`config.mk`:
```
export PLATFORM = sky130hd
export DESIGN_NAME = wte_wait_table
export DESIGN_NICKNAME = d
export VERILOG_FILES = /design/src/shared/wte_pkg.sv /design/src/rtl/wte_wait_table.sv
export VERILOG_INCLUDE_DIRS = /design/src /design/src/shared
export SDC_FILE = /design/constraint.sdc
export NUM_CORES = 1
export LEC_CHECK = 0
export ABC_AREA = 1
export BUFFER_PORTS_ARGS = -buffer_cell sky130_fd_sc_hd__buf_2
export CAP_MARGIN = 20
export CORE_AREA = 5 5 132 134
export DETAILED_ROUTE_END_ITERATION = 6
export DIE_AREA = 0 0 137 139
export PLACE_DENSITY = 0.81
export SLEW_MARGIN = 20
export SYNTH_ARGS = -nofsm -noshare
export SYNTH_HDL_FRONTEND = slang
export SYNTH_SLANG_ARGS = --single-unit
```
`constraint.sdc`:
```
create_clock -name sys_clk_in -period 4.1 [get_ports sys_clk_in]
set_clock_uncertainty 0.2 [all_clocks]
set_input_delay 0.615 -clock sys_clk_in [delete_from_list [all_inputs] [get_ports sys_clk_in]]
set_output_delay 0.615 -clock sys_clk_in [all_outputs]
set_load 0.03 [all_outputs]
```
`src/shared/wte_defines.svh`:
```
`ifndef WTE_DEFINES_SVH
`define WTE_DEFINES_SVH
// Absolute-jump form opcode, bits 15..10
`define WTE_ABS_OPCODE 6'h04
`define WTE_ABS_OP_HI 15
`define WTE_ABS_OP_LO 10
`define WTE_ABS_JREG_BIT 9
// Relative-jump form marker, bits 15..14
`define WTE_REL_MARK 2'h3
`define WTE_REL_OFS_HI 13
`define WTE_REL_OFS_LO 9
// Common fields
`define WTE_ROW_HI 8
`define WTE_ROW_LO 6
`define WTE_COND_HI 5
`define WTE_COND_LO 0
// Condition code groups
`define WTE_CC_FLAG_LOW 2'h0
`define WTE_CC_FLAG_HIGH 2'h1
`define WTE_CC_TC_BASE 6'h20
`define WTE_CC_START_LOW 6'h24
`define WTE_CC_START_HIGH 6'h25
`define WTE_CC_SC_V_LOW 6'h26
`define WTE_CC_SC_S_LOW 6'h29
`define WTE_CC_SC_V_HIGH 6'h2c
`define WTE_CC_ALU_DONE 6'h2f
`define WTE_CC_BOOST_HIGH 6'h30
`define WTE_CC_BOOST_LOW 6'h31
`define WTE_CC_CUR_HIGH 6'h32
`define WTE_CC_CUR_LOW 6'h38
`define WTE_CC_OWN_HIGH 6'h3e
`define WTE_CC_OWN_LOW 6'h3f
`define WTE_ROW_MAX 3'h4
`endif

```
`src/shared/wte_pkg.sv`:
```
`default_nettype none
package wte_pkg;
   // Kind of destination stored in a row
   typedef enum logic {WTE_DEST_ABS, WTE_DEST_REL} wte_dest_kind_t;
endpackage
`default_nettype wire

```
`src/rtl/wte_wait_table.sv`:
```
`timescale 1ns/1ps
`default_nettype none
`include "wte_defines.svh"
// Functional notes
// - Five rows, each condition plus destination
// - All five rows evaluated concurrently
// - Enabled true row redirects to destination
// - Absolute form destination from jump register
// - Absolute operand limited to jump registers
// - Flags low/high, terminal counts, start decode
// - Shortcut drain-source/source feedback decode
// - Code 101111 true on ALU completion
// - Boost voltage and current feedback decode
// - Own current feedback high and low
// - Row codes 000..100 select rows 1..5
// - Relative destination based on instruction location
// - Destination is instruction address plus offset
// - Offset is 5-bit two's complement
module wte_wait_table
   import wte_pkg::*;
#(
   parameter int ADDR_W = 10, // Code RAM address width
   parameter int ROWS = 5, // Wait table rows
   parameter int FLAGS = 16 // Flag inputs
) (
   // Clock and asynchronous reset
   input wire logic sys_clk_in,
   input wire logic reset_in,
   // Instruction stream from the fetch stage
   input wire logic [15:0] instr_in, // Instruction being executed
   input wire logic instr_valid_in, // Instruction executes this cycle
   input wire logic [ADDR_W-1:0] pc_in, // Code RAM address of that instruction
   // Jump register subset, one operand bit picks
   input wire logic [ADDR_W-1:0] jump_register_0_in, // Jump register 1
   input wire logic [ADDR_W-1:0] jump_register_1_in, // Jump register 2
   // Condition sources, all plain levels
   // Taken as synchronous; no synchronisers here
   input wire logic [FLAGS-1:0] flags_in,
   input wire logic [3:0] terminal_count_in, // Counters 1..4
   input wire logic start_in,
   input wire logic [2:0] shortcut_drain_fb_in, // Shortcuts 1..3 drain-source
   input wire logic [2:0] shortcut_source_fb_in, // Shortcuts 1..3 source
   input wire logic alu_done_in, // Requested ALU operation finished
   input wire logic boost_voltage_high_in,
   input wire logic [5:0] current_fb_in, // 1,2,3,4l,4h,4n
   input wire logic own_current_fb_in,
   // Wait instruction side
   input wire logic waiting_in, // Wait instruction active
   input wire logic [ROWS-1:0] row_enable_in, // Rows enabled by the wait
   // Results
   output logic load_done_out, // Row written this cycle
   output logic jump_out, // Take the jump
   output logic [ADDR_W-1:0] jump_addr_out, // Destination
   output logic [ROWS-1:0] row_hit_out // Enabled rows whose condition is true
);
   // Elaboration check
   // The condition decoder is built for exactly these sizes
   // Code space must at least hold the offset range
   if (ROWS != 5 || FLAGS != 16 || ADDR_W < 5) begin : g_bad_params
      $error("wte_wait_table: unsupported parameters");
   end

   // Table columns; relative rows hold the resolved address
   logic [5:0] cond_reg [ROWS];
   logic [ADDR_W-1:0] dest_reg [ROWS];
   wte_dest_kind_t kind_reg [ROWS];
   logic load_done_reg;
   logic jump_reg;
   logic [ADDR_W-1:0] jump_addr_reg;

   // Instruction decode
   // Purely combinational; the table write lands on the next edge
   // The two forms never overlap: marker 11 cannot match the opcode
   wire is_abs = instr_valid_in &&
      instr_in[`WTE_ABS_OP_HI:`WTE_ABS_OP_LO] == `WTE_ABS_OPCODE;
   wire is_rel = instr_valid_in &&
      instr_in[15:14] == `WTE_REL_MARK;
   wire [2:0] row_sel = instr_in[`WTE_ROW_HI:`WTE_ROW_LO];
   wire row_ok = row_sel <= `WTE_ROW_MAX; // codes above are ignored
   wire [5:0] cond_sel = instr_in[`WTE_COND_HI:`WTE_COND_LO];
   // Only one bit selects within the jump register subset
   wire jreg_sel = instr_in[`WTE_ABS_JREG_BIT];
   wire [ADDR_W-1:0] abs_dest = jreg_sel ? jump_register_1_in
      : jump_register_0_in;
   wire [4:0] rel_ofs = instr_in[`WTE_REL_OFS_HI:`WTE_REL_OFS_LO];
   // Sign extension gives -16..15
   wire [ADDR_W-1:0] rel_ofs_ext = {{(ADDR_W-5){rel_ofs[4]}}, rel_ofs};
   // Resolved at load time so the wait sees a plain address
   // Wraps modulo the code space; no overflow is reported
   wire [ADDR_W-1:0] rel_dest = pc_in + rel_ofs_ext;
   // Undefined rows never reach the write
   wire load = (is_abs || is_rel) && row_ok;

   // Condition evaluator for one code
   // Code map, top bits first:
   //   00xxxx flag low, 01xxxx flag high
   //   100000..100011 terminal counts
   //   100100 and 100101 start low and high
   //   100110..101110 shortcut feedbacks
   //   101111 arithmetic unit finished
   //   110000..111101 boost and current feedbacks
   //   111110 and 111111 own current feedback
   // Ordered range tests keep each group one compare
   // Trade-off: a priority chain, but each row has its own copy
   function automatic logic cond_true(input logic [5:0] c);
      logic r;
      r = 1'b0;
      if (c[5:4] == `WTE_CC_FLAG_LOW) begin
         r = ~flags_in[c[3:0]];
      end else if (c[5:4] == `WTE_CC_FLAG_HIGH) begin
         r = flags_in[c[3:0]];
      end else if (c < `WTE_CC_START_LOW) begin
         r = terminal_count_in[c[1:0]];
      end else if (c == `WTE_CC_START_LOW) begin
         r = ~start_in;
      end else if (c == `WTE_CC_START_HIGH) begin
         r = start_in;
      end else if (c < `WTE_CC_SC_S_LOW) begin
         r = ~shortcut_drain_fb_in[2'(c - `WTE_CC_SC_V_LOW)];
      end else if (c < `WTE_CC_SC_V_HIGH) begin
         r = ~shortcut_source_fb_in[2'(c - `WTE_CC_SC_S_LOW)];
      end else if (c < `WTE_CC_ALU_DONE) begin
         r = shortcut_drain_fb_in[2'(c - `WTE_CC_SC_V_HIGH)];
      end else if (c == `WTE_CC_ALU_DONE) begin
         r = alu_done_in;
      end else if (c == `WTE_CC_BOOST_HIGH) begin
         r = boost_voltage_high_in;
      end else if (c == `WTE_CC_BOOST_LOW) begin
         r = ~boost_voltage_high_in;
      end else if (c < `WTE_CC_CUR_LOW) begin
         r = current_fb_in[3'(c - `WTE_CC_CUR_HIGH)];
      end else if (c < `WTE_CC_OWN_HIGH) begin
         r = ~current_fb_in[3'(c - `WTE_CC_CUR_LOW)];
      end else if (c == `WTE_CC_OWN_HIGH) begin
         r = own_current_fb_in;
      end else begin
         r = ~own_current_fb_in;
      end
      return r;
   endfunction

   // One evaluator per row, all in parallel
   // Costs five decoders, but no row waits for another
   logic [ROWS-1:0] hit;
   genvar g;
   generate
      for (g = 0; g < ROWS; g++) begin : g_row
         assign hit[g] = row_enable_in[g] && cond_true(cond_reg[g]);
      end
   endgenerate

   // Lowest numbered hit row wins when several fire together
   // Loop runs downward so the lowest row is assigned last
   logic [ADDR_W-1:0] sel_dest;
   logic any_hit;
   always_comb begin
      sel_dest = '0;
      any_hit = 1'b0;
      for (int i = ROWS - 1; i >= 0; i--) begin
         if (hit[i]) begin
            sel_dest = dest_reg[i];
            any_hit = 1'b1;
         end
      end
   end

   // Table write
   // Reset condition is flag 0 low; harmless while rows are disabled
   // Destination kind is stored per row but drives no output
   always_ff @(posedge sys_clk_in or posedge reset_in) begin
      if (reset_in) begin
         for (int i = 0; i < ROWS; i++) begin
            cond_reg[i] <= 6'h00;
            dest_reg[i] <= '0;
            kind_reg[i] <= WTE_DEST_ABS;
         end
      end else if (load) begin
         cond_reg[row_sel] <= cond_sel;
         dest_reg[row_sel] <= is_abs ? abs_dest : rel_dest;
         kind_reg[row_sel] <= is_abs ? WTE_DEST_ABS : WTE_DEST_REL;
      end
   end

   // Registered outputs
   // One cycle of latency; address follows every cycle
   // Jump only while the wait is active
   always_ff @(posedge sys_clk_in or posedge reset_in) begin
      if (reset_in) begin
         load_done_reg <= 1'b0;
         jump_reg <= 1'b0;
         jump_addr_reg <= '0;
      end else begin
         load_done_reg <= load;
         jump_reg <= waiting_in && any_hit;
         jump_addr_reg <= sel_dest;
      end
   end

   // Output drive; row hits stay combinational for the wait stage
   assign load_done_out = load_done_reg;
   assign jump_out = jump_reg;
   assign jump_addr_out = jump_addr_reg;
   assign row_hit_out = hit;
endmodule
`default_nettype wire

```
---- After elaboration in Yosys (flattened, before gate mapping) ----
Cells that the tools add are included.
storage, ports and cells
  register bits ........................... 92
  bits of input ports ..................... 91
  output and inout port bits .............. 17
  word-level logic and storage cells ...... 342
cells by class
  add/sub/neg operators ................... 26
  magnitude comparators ................... 68
  equality and inequality tests ........... 37
  muxes and demuxes ....................... 158
  bitwise operators ....................... 24
  reductions and logical operators ........ 16
operator list
  cell                                                                   count
  6-bit == test (second input constant)                                  30
  6-bit < comparator (second input constant)                             30
  1-bit two-way mux                                                      110
  10-bit two-way mux                                                     8
  2-bit by 3-bit < comparator with 1-bit output (second input constant)  20
  50-bit bitwise mux                                                     1
  1-bit binary-select mux with 2-bit select                              20
  3-bit by 4-bit < comparator with 1-bit output (second input constant)  10
  1-bit binary-select mux with 3-bit select                              10
  30-bit bitwise mux                                                     1
  10-bit demux with 3-bit select                                         1
  4-bit by 5-bit < comparator with 1-bit output (second input constant)  5
  1-bit NOT                                                              23
  1-bit binary-select mux with 4-bit select                              5
  2-bit by 1-bit subtractor with 2-bit output (second input constant)    10
  6-bit demux with 3-bit select                                          1
  3-bit by 1-bit subtractor with 3-bit output (second input constant)    5
  3-bit by 2-bit subtractor with 3-bit output (second input constant)    5
  10-bit adder                                                           1
  2-bit by 1-bit == test with 1-bit output (second input constant)       5
  1-bit logical AND                                                      10
  2-bit zero test                                                        5
  2-bit subtractor (second input constant)                               5
  6-bit by 3-bit == test with 1-bit output (second input constant)       1
  other kinds (7)                                                        7

---- Longest topological paths before layout ----
Gate-level depths: netlist (run 1).
  depth after elaboration ................. 24
  gate-level depth with buffers ........... 28
  gate-level depth less buffers ........... 26

---- Worst setup path after synthesis (run 1) ----
OpenSTA, ideal clock, no wires.
  kind .................................... register to output
  start ................................... register cond_reg[12] in the netlist's numbering
  end ..................................... output port row_hit_out[2]
  arrival time ............................ 2.181 ns
  data required time ...................... 3.285 ns
  slack ................................... 1.104 ns
  stages on the path, launching flop included .. 22
  buffers on the path ..................... 3
  cells stage by stage .................... dfrtp_1 > buf_6 > inv_6 > buf_2 > ha_1 > inv_1 > nor3_1 > nor2_1 > nand2_1 > nand2_1 > nand2_1 > nand2_1 > nand2_1 > nand2_1 > nand2_1 > nand2_1 > nand2_1 > nand2_1 > nand2_2 > nand2_1 > buf_6 > inv_1
on the way
  longest elaborated chain between the ends .. 18
  elaborated cells between the ends (all ways) .. 50
  those cells by class .................... add/sub: 5; order compare: 6; eq/ne: 6; mux: 28; bitwise: 4; reduce/logical: 1
RTL lines
  element                                                line                   source
  start: declaration                                     wte_wait_table.sv:64   logic [5:0] cond_reg [ROWS];
  start signal: indexed assignment                       wte_wait_table.sv:178  cond_reg[row_sel] <= cond_sel;
  3-bit by 1-bit subtractor with 3-bit output (no line)  n/a
  1-bit binary-select mux with 3-bit select              wte_wait_table.sv:133  r = ~current_fb_in[3'(c - `WTE_CC_CUR_LOW)];
  1-bit two-way mux                                      wte_wait_table.sv:133
  1-bit NOT                                              wte_wait_table.sv:133
  1-bit two-way mux                                      wte_wait_table.sv:132  end else if (c < `WTE_CC_OWN_HIGH) begin
  1-bit two-way mux                                      wte_wait_table.sv:130  end else if (c < `WTE_CC_CUR_LOW) begin
  1-bit two-way mux                                      wte_wait_table.sv:128  end else if (c == `WTE_CC_BOOST_LOW) begin
  1-bit two-way mux                                      wte_wait_table.sv:126  end else if (c == `WTE_CC_BOOST_HIGH) begin
  [... 2 more ...]                                       n/a
  1-bit two-way mux                                      wte_wait_table.sv:120  end else if (c < `WTE_CC_SC_V_HIGH) begin
  1-bit two-way mux                                      wte_wait_table.sv:118  end else if (c < `WTE_CC_SC_S_LOW) begin
  1-bit two-way mux                                      wte_wait_table.sv:116  end else if (c == `WTE_CC_START_HIGH) begin
  1-bit two-way mux                                      wte_wait_table.sv:114  end else if (c == `WTE_CC_START_LOW) begin
  1-bit two-way mux                                      wte_wait_table.sv:112  end else if (c < `WTE_CC_START_LOW) begin
  1-bit two-way mux                                      wte_wait_table.sv:110  end else if (c[5:4] == `WTE_CC_FLAG_HIGH) begin
  1-bit two-way mux *                                    wte_wait_table.sv:108  if (c[5:4] == `WTE_CC_FLAG_LOW) begin
  1-bit logical AND *                                    wte_wait_table.sv:148  assign hit[g] = row_enable_in[g] && cond_true(cond_reg[g]);
  end: declaration                                       wte_wait_table.sv:54   output logic [ROWS-1:0] row_hit_out
Mark *: on every way between the ends. The rest lies on a longest branch, timed or not. The select of a mux whose other input is x is not followed.

---- Final worst setup path (run 1) ----
  start ................................... register cond_reg[19] in the netlist's numbering
  end ..................................... output port row_hit_out[1]
The elaborated chain is that of the path after synthesis.

==> results.md, run 1 <==
- Status: finished with violations
- Failing checks: DRC
- Synth cell types: 49
- Vias in the first global route: 8112
- Setup violators final: 0
- Antenna viol nets, final: 0
- Worst-skew pair later-pin latency: 360 ps
- Post-route cell area: 0.00888 sq mm
- Cell depth of the worst flop-to-flop path: 22
- Register area: 0.00231 sq mm
- CTS Hold Buffers Added: 0
- # rows: 47
- Synth Register Bits: 92
- Most used DFF post-synth: dfrtp_1
- Maximum vdd drop: 0.246 mV
- Initial Util: 48.9%
- Yosys top cell area share: 29.1%
- # DRC: 2
- Final GP Congestion: 0.985
- Reg2reg start: cond_reg[7]
- Gr ovfl total: 0
- First-pass GRT wire length: 41600 um
- Mapped Cells: 1247
- Vias: 8670
- Min cycle time layout: 3830 ps
- Die H: 139 um
- Final Hold Fails: 0
- Largest net degree at the start of global routing: 35
- Syn. warnings: 0
- Initial DRC count: 813
- Largest cells by area after synthesis: dfrtp_1 (29%), nand2_1 (19%), o21ai_0 (9.0%)
- Most frequent cells in the layout: nand2_1 (403), o21ai_0 (143), inv_1 (110)
- Critical Setup Path Class: reg2out
- Multi-input gate area: 0.00474 sq mm
- Leakage power: 4.62 nW
- IO Port Bufs: 107
- Initial antenna violation count: 0
- Clock slew at reported path FFs: 70 ps
- Post-DR vias/cell: 5.57
- Post-Route WL: 26000 um
- Crit start category: register
- # diodes: 0
- Post-place setup slack: 620 ps
- Max-slew violations: 0
- Post-Syn Nets: 1370
- Slew HR: 30.9%
- Die Area: 0.0190 sq mm
- Worst Path Arrival: 3020 ps
- DP Area: 0.00854 sq mm
- Setup_tns: 0 ps
- # clock sinks: 92
- Num CTS Buffers: 9
- Core ar.: 0.0162 sq mm
- Crit Reg-Reg Endpoint: jump_addr_out[7]
- Yosys top cell by area: dfrtp_1
- Clock Path Buffers: 2
- Pwr dens: 518 mW/mm^2
- Hold slack: 98.6 ps
- Commonest non-fill, non-tap cell in the layout: nand2_1
- RSZ-0062 raised after global routing: false
- H-tree Lvls: 3
- Ports: 108
- Area grow syn2layout: 12.3%
- Average size of a mapped cell: 6.34 sq um
- Final nets: 1454
- CTS tree: yes
- Mapped Area: 0.00791 sq mm
- R2R Setup Slk: 840 ps
- Pre-antenna DRT Iters: 7
- Placed Cells: 1540
- Post-Layout Cell Count: 1556
- CTS root buf: clkbuf_16
- Worst slew pin tran: 1030 ps
- Fill cell count: 1598
- Fmax: 261 MHz
- Post-synthesis async set-or-reset flop share: 100%
- Crit Path Max Fanout: 15
- Max FFs per register: 50
- Share of post-route cells with drive strength above 1: 16.1%
- GRT Util Overall: 27.5%
- Post-synth EDFFs: 0
- # Max-Cap Violations: 0
- Required @ worst endpoint: 3280 ps
- Die width: 137 um
- Fin worst setup slack: 266 ps
- Crit share post-route: 93.5%
- Hold/Removal Path Class: in2async
- Wire length per cell: 16.7 um
- Worst Setup End Kind: primary output
- Post-DP HPWL: 19200 um
- Seq/Total Area, Yosys: 29.1%
where the power goes:
| part | leakage [nW] | switching, W | total (W) | internal [W] |
|---|---|---|---|---|
| Clock | 0.156 | 0.000403 | 0.000948 | 0.000546 |
| Sequential | 1.13 | 0.000268 | 0.00142 | 0.00115 |
| Combinational | 3.34 | 0.00149 | 0.00223 | 0.000743 |
cell usage after synthesis (all sizes together), types with 2 or more instances:
library cell,instances
nand3,90
o21ai,161
inv,142
o21bai,2
nand2,420
o22ai,3
o211ai,3
a21boi,4
o21a,2
xor2,8
clkinv,2
nor2,98
buf,38
nand4,6
a21oi,79
a31oi,7
nor3,11
xnor2,2
mux2i,3
dfrtp,92
clkbuf,13
ha,31
nor4,5
nand3b,15
a211oi,2
cells by family (layout without fill, tap and decap cells):
group | after synthesis | in the layout | synth area share, %
buffers and inverters | 195 | 284 | 11.1
flip-flops | 92 | 92 | 29.1
multiplexers | 3 | 3 | 0.380
adder cells (fa/ha/maj) | 32 | 32 | 5.16
XOR/XNOR | 10 | 10 | 1.11
AO/OA/AOI/OAI | 267 | 267 | 17.7
AND/OR/NAND/NOR | 648 | 648 | 35.4
stage by stage:
step / util [%] / power, W
4_1_cts: 54.8 / 0.00456
5_1_grt: 54.9 / 0.00497
2_1_floorplan: - / 0.00308
3_5_place_dp: 52.8 / 0.00360
3_3_place_gp: 52.8 / 0.00356
6_report: 54.9 / 0.00460
worst max-delay path by stage:
stage,to,slack [ps],startpoint
floorplan,cond_reg[0],890,reset_in
global placement,row_hit_out[4],650,cond_reg[0]
detailed placement,row_hit_out[0],620,cond_reg[24]
CTS,row_hit_out[0],220,cond_reg[24]
global route,row_hit_out[4],9,cond_reg[1]
finish,row_hit_out[1],270,cond_reg[19]
worst max-delay path, stage by stage (launching register included):
cell     delay, ps
dfrtp_1        560
inv_2          210
ha_1           270
nor4_2         260
a21oi_1         60
o21ai_1         90
nand2_1         70
a21oi_1        120
nand2_1         70
nand2_1         50
nand2_1         50
nand2_1         60
nand2_1         60
nand2_2        240
nand2_4        200
inv_1          100
buf_2          190
final cells by class:
cell class,count,area share (%)
Tap cell,220,3.10
Multi-Input combinational cell,960,53.4
Clock inverter,7,1.20
Timing Repair Buffer,124,7.47
Inverter,144,6.35
Sequential cell,92,26.0
Clock buffer,9,2.54
routing by layer:
layer / global-route usage [%] / part of all wire (%) / up-vias
li1: - / - / 4200
met3: 4.25 / 9.1 / 75
met5: 0 / 0 / -
met4: 10.9 / 3.8 / 0
met1: 38.2 / 42 / 3964
met2: 43.0 / 45 / 431
repair_timing:
| action | in CTS | in global routing |
|---|---|---|
| setup endpoints to repair | 0 | 3 |
| gates resized for setup | 0 | 6 |
| buffers inserted | 0 | 0 |
Power figures use the tool's default switching activity.
==> run 2, diff against run 1 <==
==> constraint.sdc (replaced) <==
create_clock -name sys_clk_in -period 4.1 [get_ports sys_clk_in]
set_clock_uncertainty 0.2 [all_clocks]
set_input_delay 0.615 -clock sys_clk_in [delete_from_list [all_inputs] [get_ports sys_clk_in]]
set_output_delay 0.615 -clock sys_clk_in [all_outputs]
set_load 0.02 [all_outputs]
==> run 2 against run 1 <==
The run now ends clean. Register-to-register slack got worse by 50 ps. Sequential power hardly changed. Cell area rose by 0.28%. Highest routed layer unchanged. Setup slack worse by 26 ps. Cell count is 0.26% higher. Critical path depth fell by 2. Via count decreased by 1.3%. Wire length decreased by 0.55%. Largest power group unchanged.
==> results.md, run 2 (synthesis gave the netlist of run 1 again) <==
- Wire length per cell: 16.6 um (was 16.7 um)
- Commonest non-fill, non-tap cell in the layout: nand2_1 (unchanged)
- Crit path cell chain: inv_6 > ha_1 > o21ai_0 > o22ai_1 > a211oi_1 > nand2_1 > nand2_1 > nand2_1 > nand2_1 > nand2_1 > nand2_2 > nand2_1 > inv_1 > buf_2 (was inv_2 > ha_1 > nor4_2 > a21oi_1 > o21ai_1 > nand2_1 > a21oi_1 > nand2_1 > nand2_1 > nand2_1 > nand2_1 > nand2_1 > nand2_2 > nand2_4 > inv_1 > buf_2)
- # Max-Cap Violations: 0 (unchanged)
- R2R Setup Slk: 790 ps (was 840 ps)
- Post-Route WL: 25900 um (was 26000 um)
- Die Area: 0.0190 sq mm (unchanged)
- Max-slew violations: 0 (unchanged)
- Required @ worst endpoint: 3280 ps (about the same)
- # clock sinks: 92 (unchanged)
- Core ar.: 0.0162 sq mm (unchanged)
- Final Hold Fails: 0 (unchanged)
- Fmax: 259 MHz (was 261 MHz)
- Critical Setup Path Class: reg2out (unchanged)
- Share of post-route cells with drive strength above 1: 16.2% (was 16.1%)
- Initial DRC count: 756 (was 813)
- Status: finished clean (was finished with violations)
- Antenna viol nets, final: 0 (unchanged)
- CP most frequent cell: nand2_1 (unchanged)
- Max FFs per register: 50 (unchanged)
- # diodes: 0 (unchanged)
- Slew HR: 33.8% (was 30.9%)
- Final GP Congestion: 1.00 (was 0.985)
- Crit share post-route: 94.1% (was 93.5%)
- Most frequent cells in the layout: nand2_1 (403), o21ai_0 (143), inv_1 (109) (was nand2_1 (403), o21ai_0 (143), inv_1 (110))
- Cell depth of the worst flop-to-flop path: 24 (was 22)
- Num CTS Buffers: 9 (unchanged)
- Largest net degree at the start of global routing: 50 (was 35)
- Gr ovfl total: 0 (unchanged)
- Hold path endpoint: dest_reg[42]
- Pwr Total: 0.00444 W (was 0.00460 W)
- CTS tree: yes (unchanged)
- Worst Setup End Kind: primary output (unchanged)
- H-tree Lvls: 3 (unchanged)
- IO Port Bufs: 107 (unchanged)
- Crit Reg-Reg Endpoint: jump_addr_out[0] (was jump_addr_out[7])
- Initial antenna violation count: 0 (unchanged)
- Die H: 139 um (unchanged)
- GRT Util Overall: 27.5% (about the same)
- # DRC: 0 (was 2)
- Worst-skew pair later-pin latency: 360 ps (about the same)
- Hold slack: 279 ps (was 98.6 ps)
- Post-DP HPWL: 19000 um (was 19200 um)
- Initial Util: 48.9% (unchanged)
- Setup violators final: 0 (unchanged)
- Reg2reg start: cond_reg[6] (was cond_reg[7])
- Worst Path Arrival: 3050 ps (was 3020 ps)
- Hold/Removal Path Class: reg2reg (was in2async)
- Clock slew at reported path FFs: 80 ps (was 70 ps)
- Fin worst setup slack: 240 ps (was 266 ps)
- RSZ-0062 raised after global routing: false (unchanged)
- Clock Path Buffers: 2 (unchanged)
- Fill cell count: 1561 (was 1598)
- Worst slew pin tran: 988 ps (was 1030 ps)
- Ports: 108 (unchanged)
- Post-place setup slack: 554 ps (was 620 ps)
- Die width: 137 um (unchanged)
- Crit path from: cond_reg[0] (was cond_reg[19])
- First-pass GRT wire length: 41200 um (was 41600 um)
- Pre-antenna DRT Iters: 6 (was 7)
- CP peak stage delay: 800 ps (was 560 ps)
- Hold Path Origin: dest_reg[42]
- Leakage power: 4.63 nW (was 4.62 nW)
- Pwr dens: 499 mW/mm^2 (was 518 mW/mm^2)
- Delay-heaviest family, CP: flip-flops (was simple AND/OR/NAND/NOR gates)
- # rows: 47 (unchanged)
- Critical path buffers and inverters: 3 (unchanged)
- Post-DR vias/cell: 5.49 (was 5.57)
- Final nets: 1458 (was 1454)
- WHS Path Cells: 2
- Crit start category: register (unchanged)
- Crit Path Max Fanout: 21 (was 15)
- CTS root buf: clkbuf_16 (unchanged)
- Vias: 8561 (was 8670)
- Min cycle time layout: 3860 ps (was 3830 ps)
- Area grow syn2layout: 12.6% (was 12.3%)
- Setup_tns: 0 ps (unchanged)
- Max stage delay cell, worst path: dfrtp_1 (unchanged)
- Maximum vdd drop: 0.236 mV (was 0.246 mV)
- Vias in the first global route: 7922 (was 8112)
-- run 2: final cells by class --
cell class              instances  area, sq um  area share, %
well taps                     220          275           3.09
multi-input cells             960         4740           53.2
repair buffers                128          721           8.09
flip-flops and latches         92         2300           25.9
inverters                     144          568           6.38
clock buffers                   9          225           2.53
clock inverters                 7         72.6          0.815
-- run 2: timing repair --
item / 4_1_cts / 5_1_grt
buffers inserted: 0 / 6
setup endpoints to repair: 0 / 2
hold buffers: 0 / 1
gates resized for setup: 0 / 5
hold endpoints to repair: 0 / 11
-- run 2: how the worst max path moves through the flow --
stage	end	slack [ps]	cells past startpoint
global route	row_hit_out[0]	5	21
CTS	row_hit_out[0]	150	16
floorplan	cond_reg[0]	890	1
detailed placement	row_hit_out[0]	550	16
global placement	row_hit_out[0]	610	21
finish	row_hit_out[4]	240	14
-- run 2: layer usage --
layer	vias to the layer above	wire (um)	GRT usage, %
met5	-	0	0
met4	0	904	10.3
met3	68	2600	6.13
met2	397	11400	42.1
met1	3876	11000	37.7
li1	4220	-	-
-- run 2: through the flow --
| step | cell area (sq um) | instances | util, % |
|---|---|---|---|
| floorplan | 7910 | 1247 | - |
| global placement | 8520 | 1536 | 52.7 |
| detailed placement | 8520 | 1536 | 52.7 |
| CTS | 8820 | 1552 | 54.5 |
| global route | 8910 | 1560 | 55.1 |
| finish | 8910 | 1560 | 55.1 |
-- run 2: report_power, final --
| group | switching, W | internal [W] |
|---|---|---|
| logic | 0.00143 | 0.000755 |
| clock network | 0.000408 | 0.000428 |
| registers | 0.000270 | 0.00115 |
| total | 0.00211 | 0.00233 |
-- run 2: worst reg2reg max path: stages, from the launching register on --
cell and delay, ps:
dfrtp_1 760, inv_2 300, nand2_1 150, nand3_1 90, nand2_1 80, o21ai_0 80
a21oi_1 160, nand2_1 60, nand2_1 60, nand2_1 50, nand2_1 50, nand2_1 50
nand2_1 60, nand2_1 50, nand2_1 50, nand2_1 50, nand2_1 70, nand2_2 150
nand2_2 130, buf_4 190, nand2_1 90, nand3_1 80, nand2_1 90, nand2_1 70
nand2_1 50
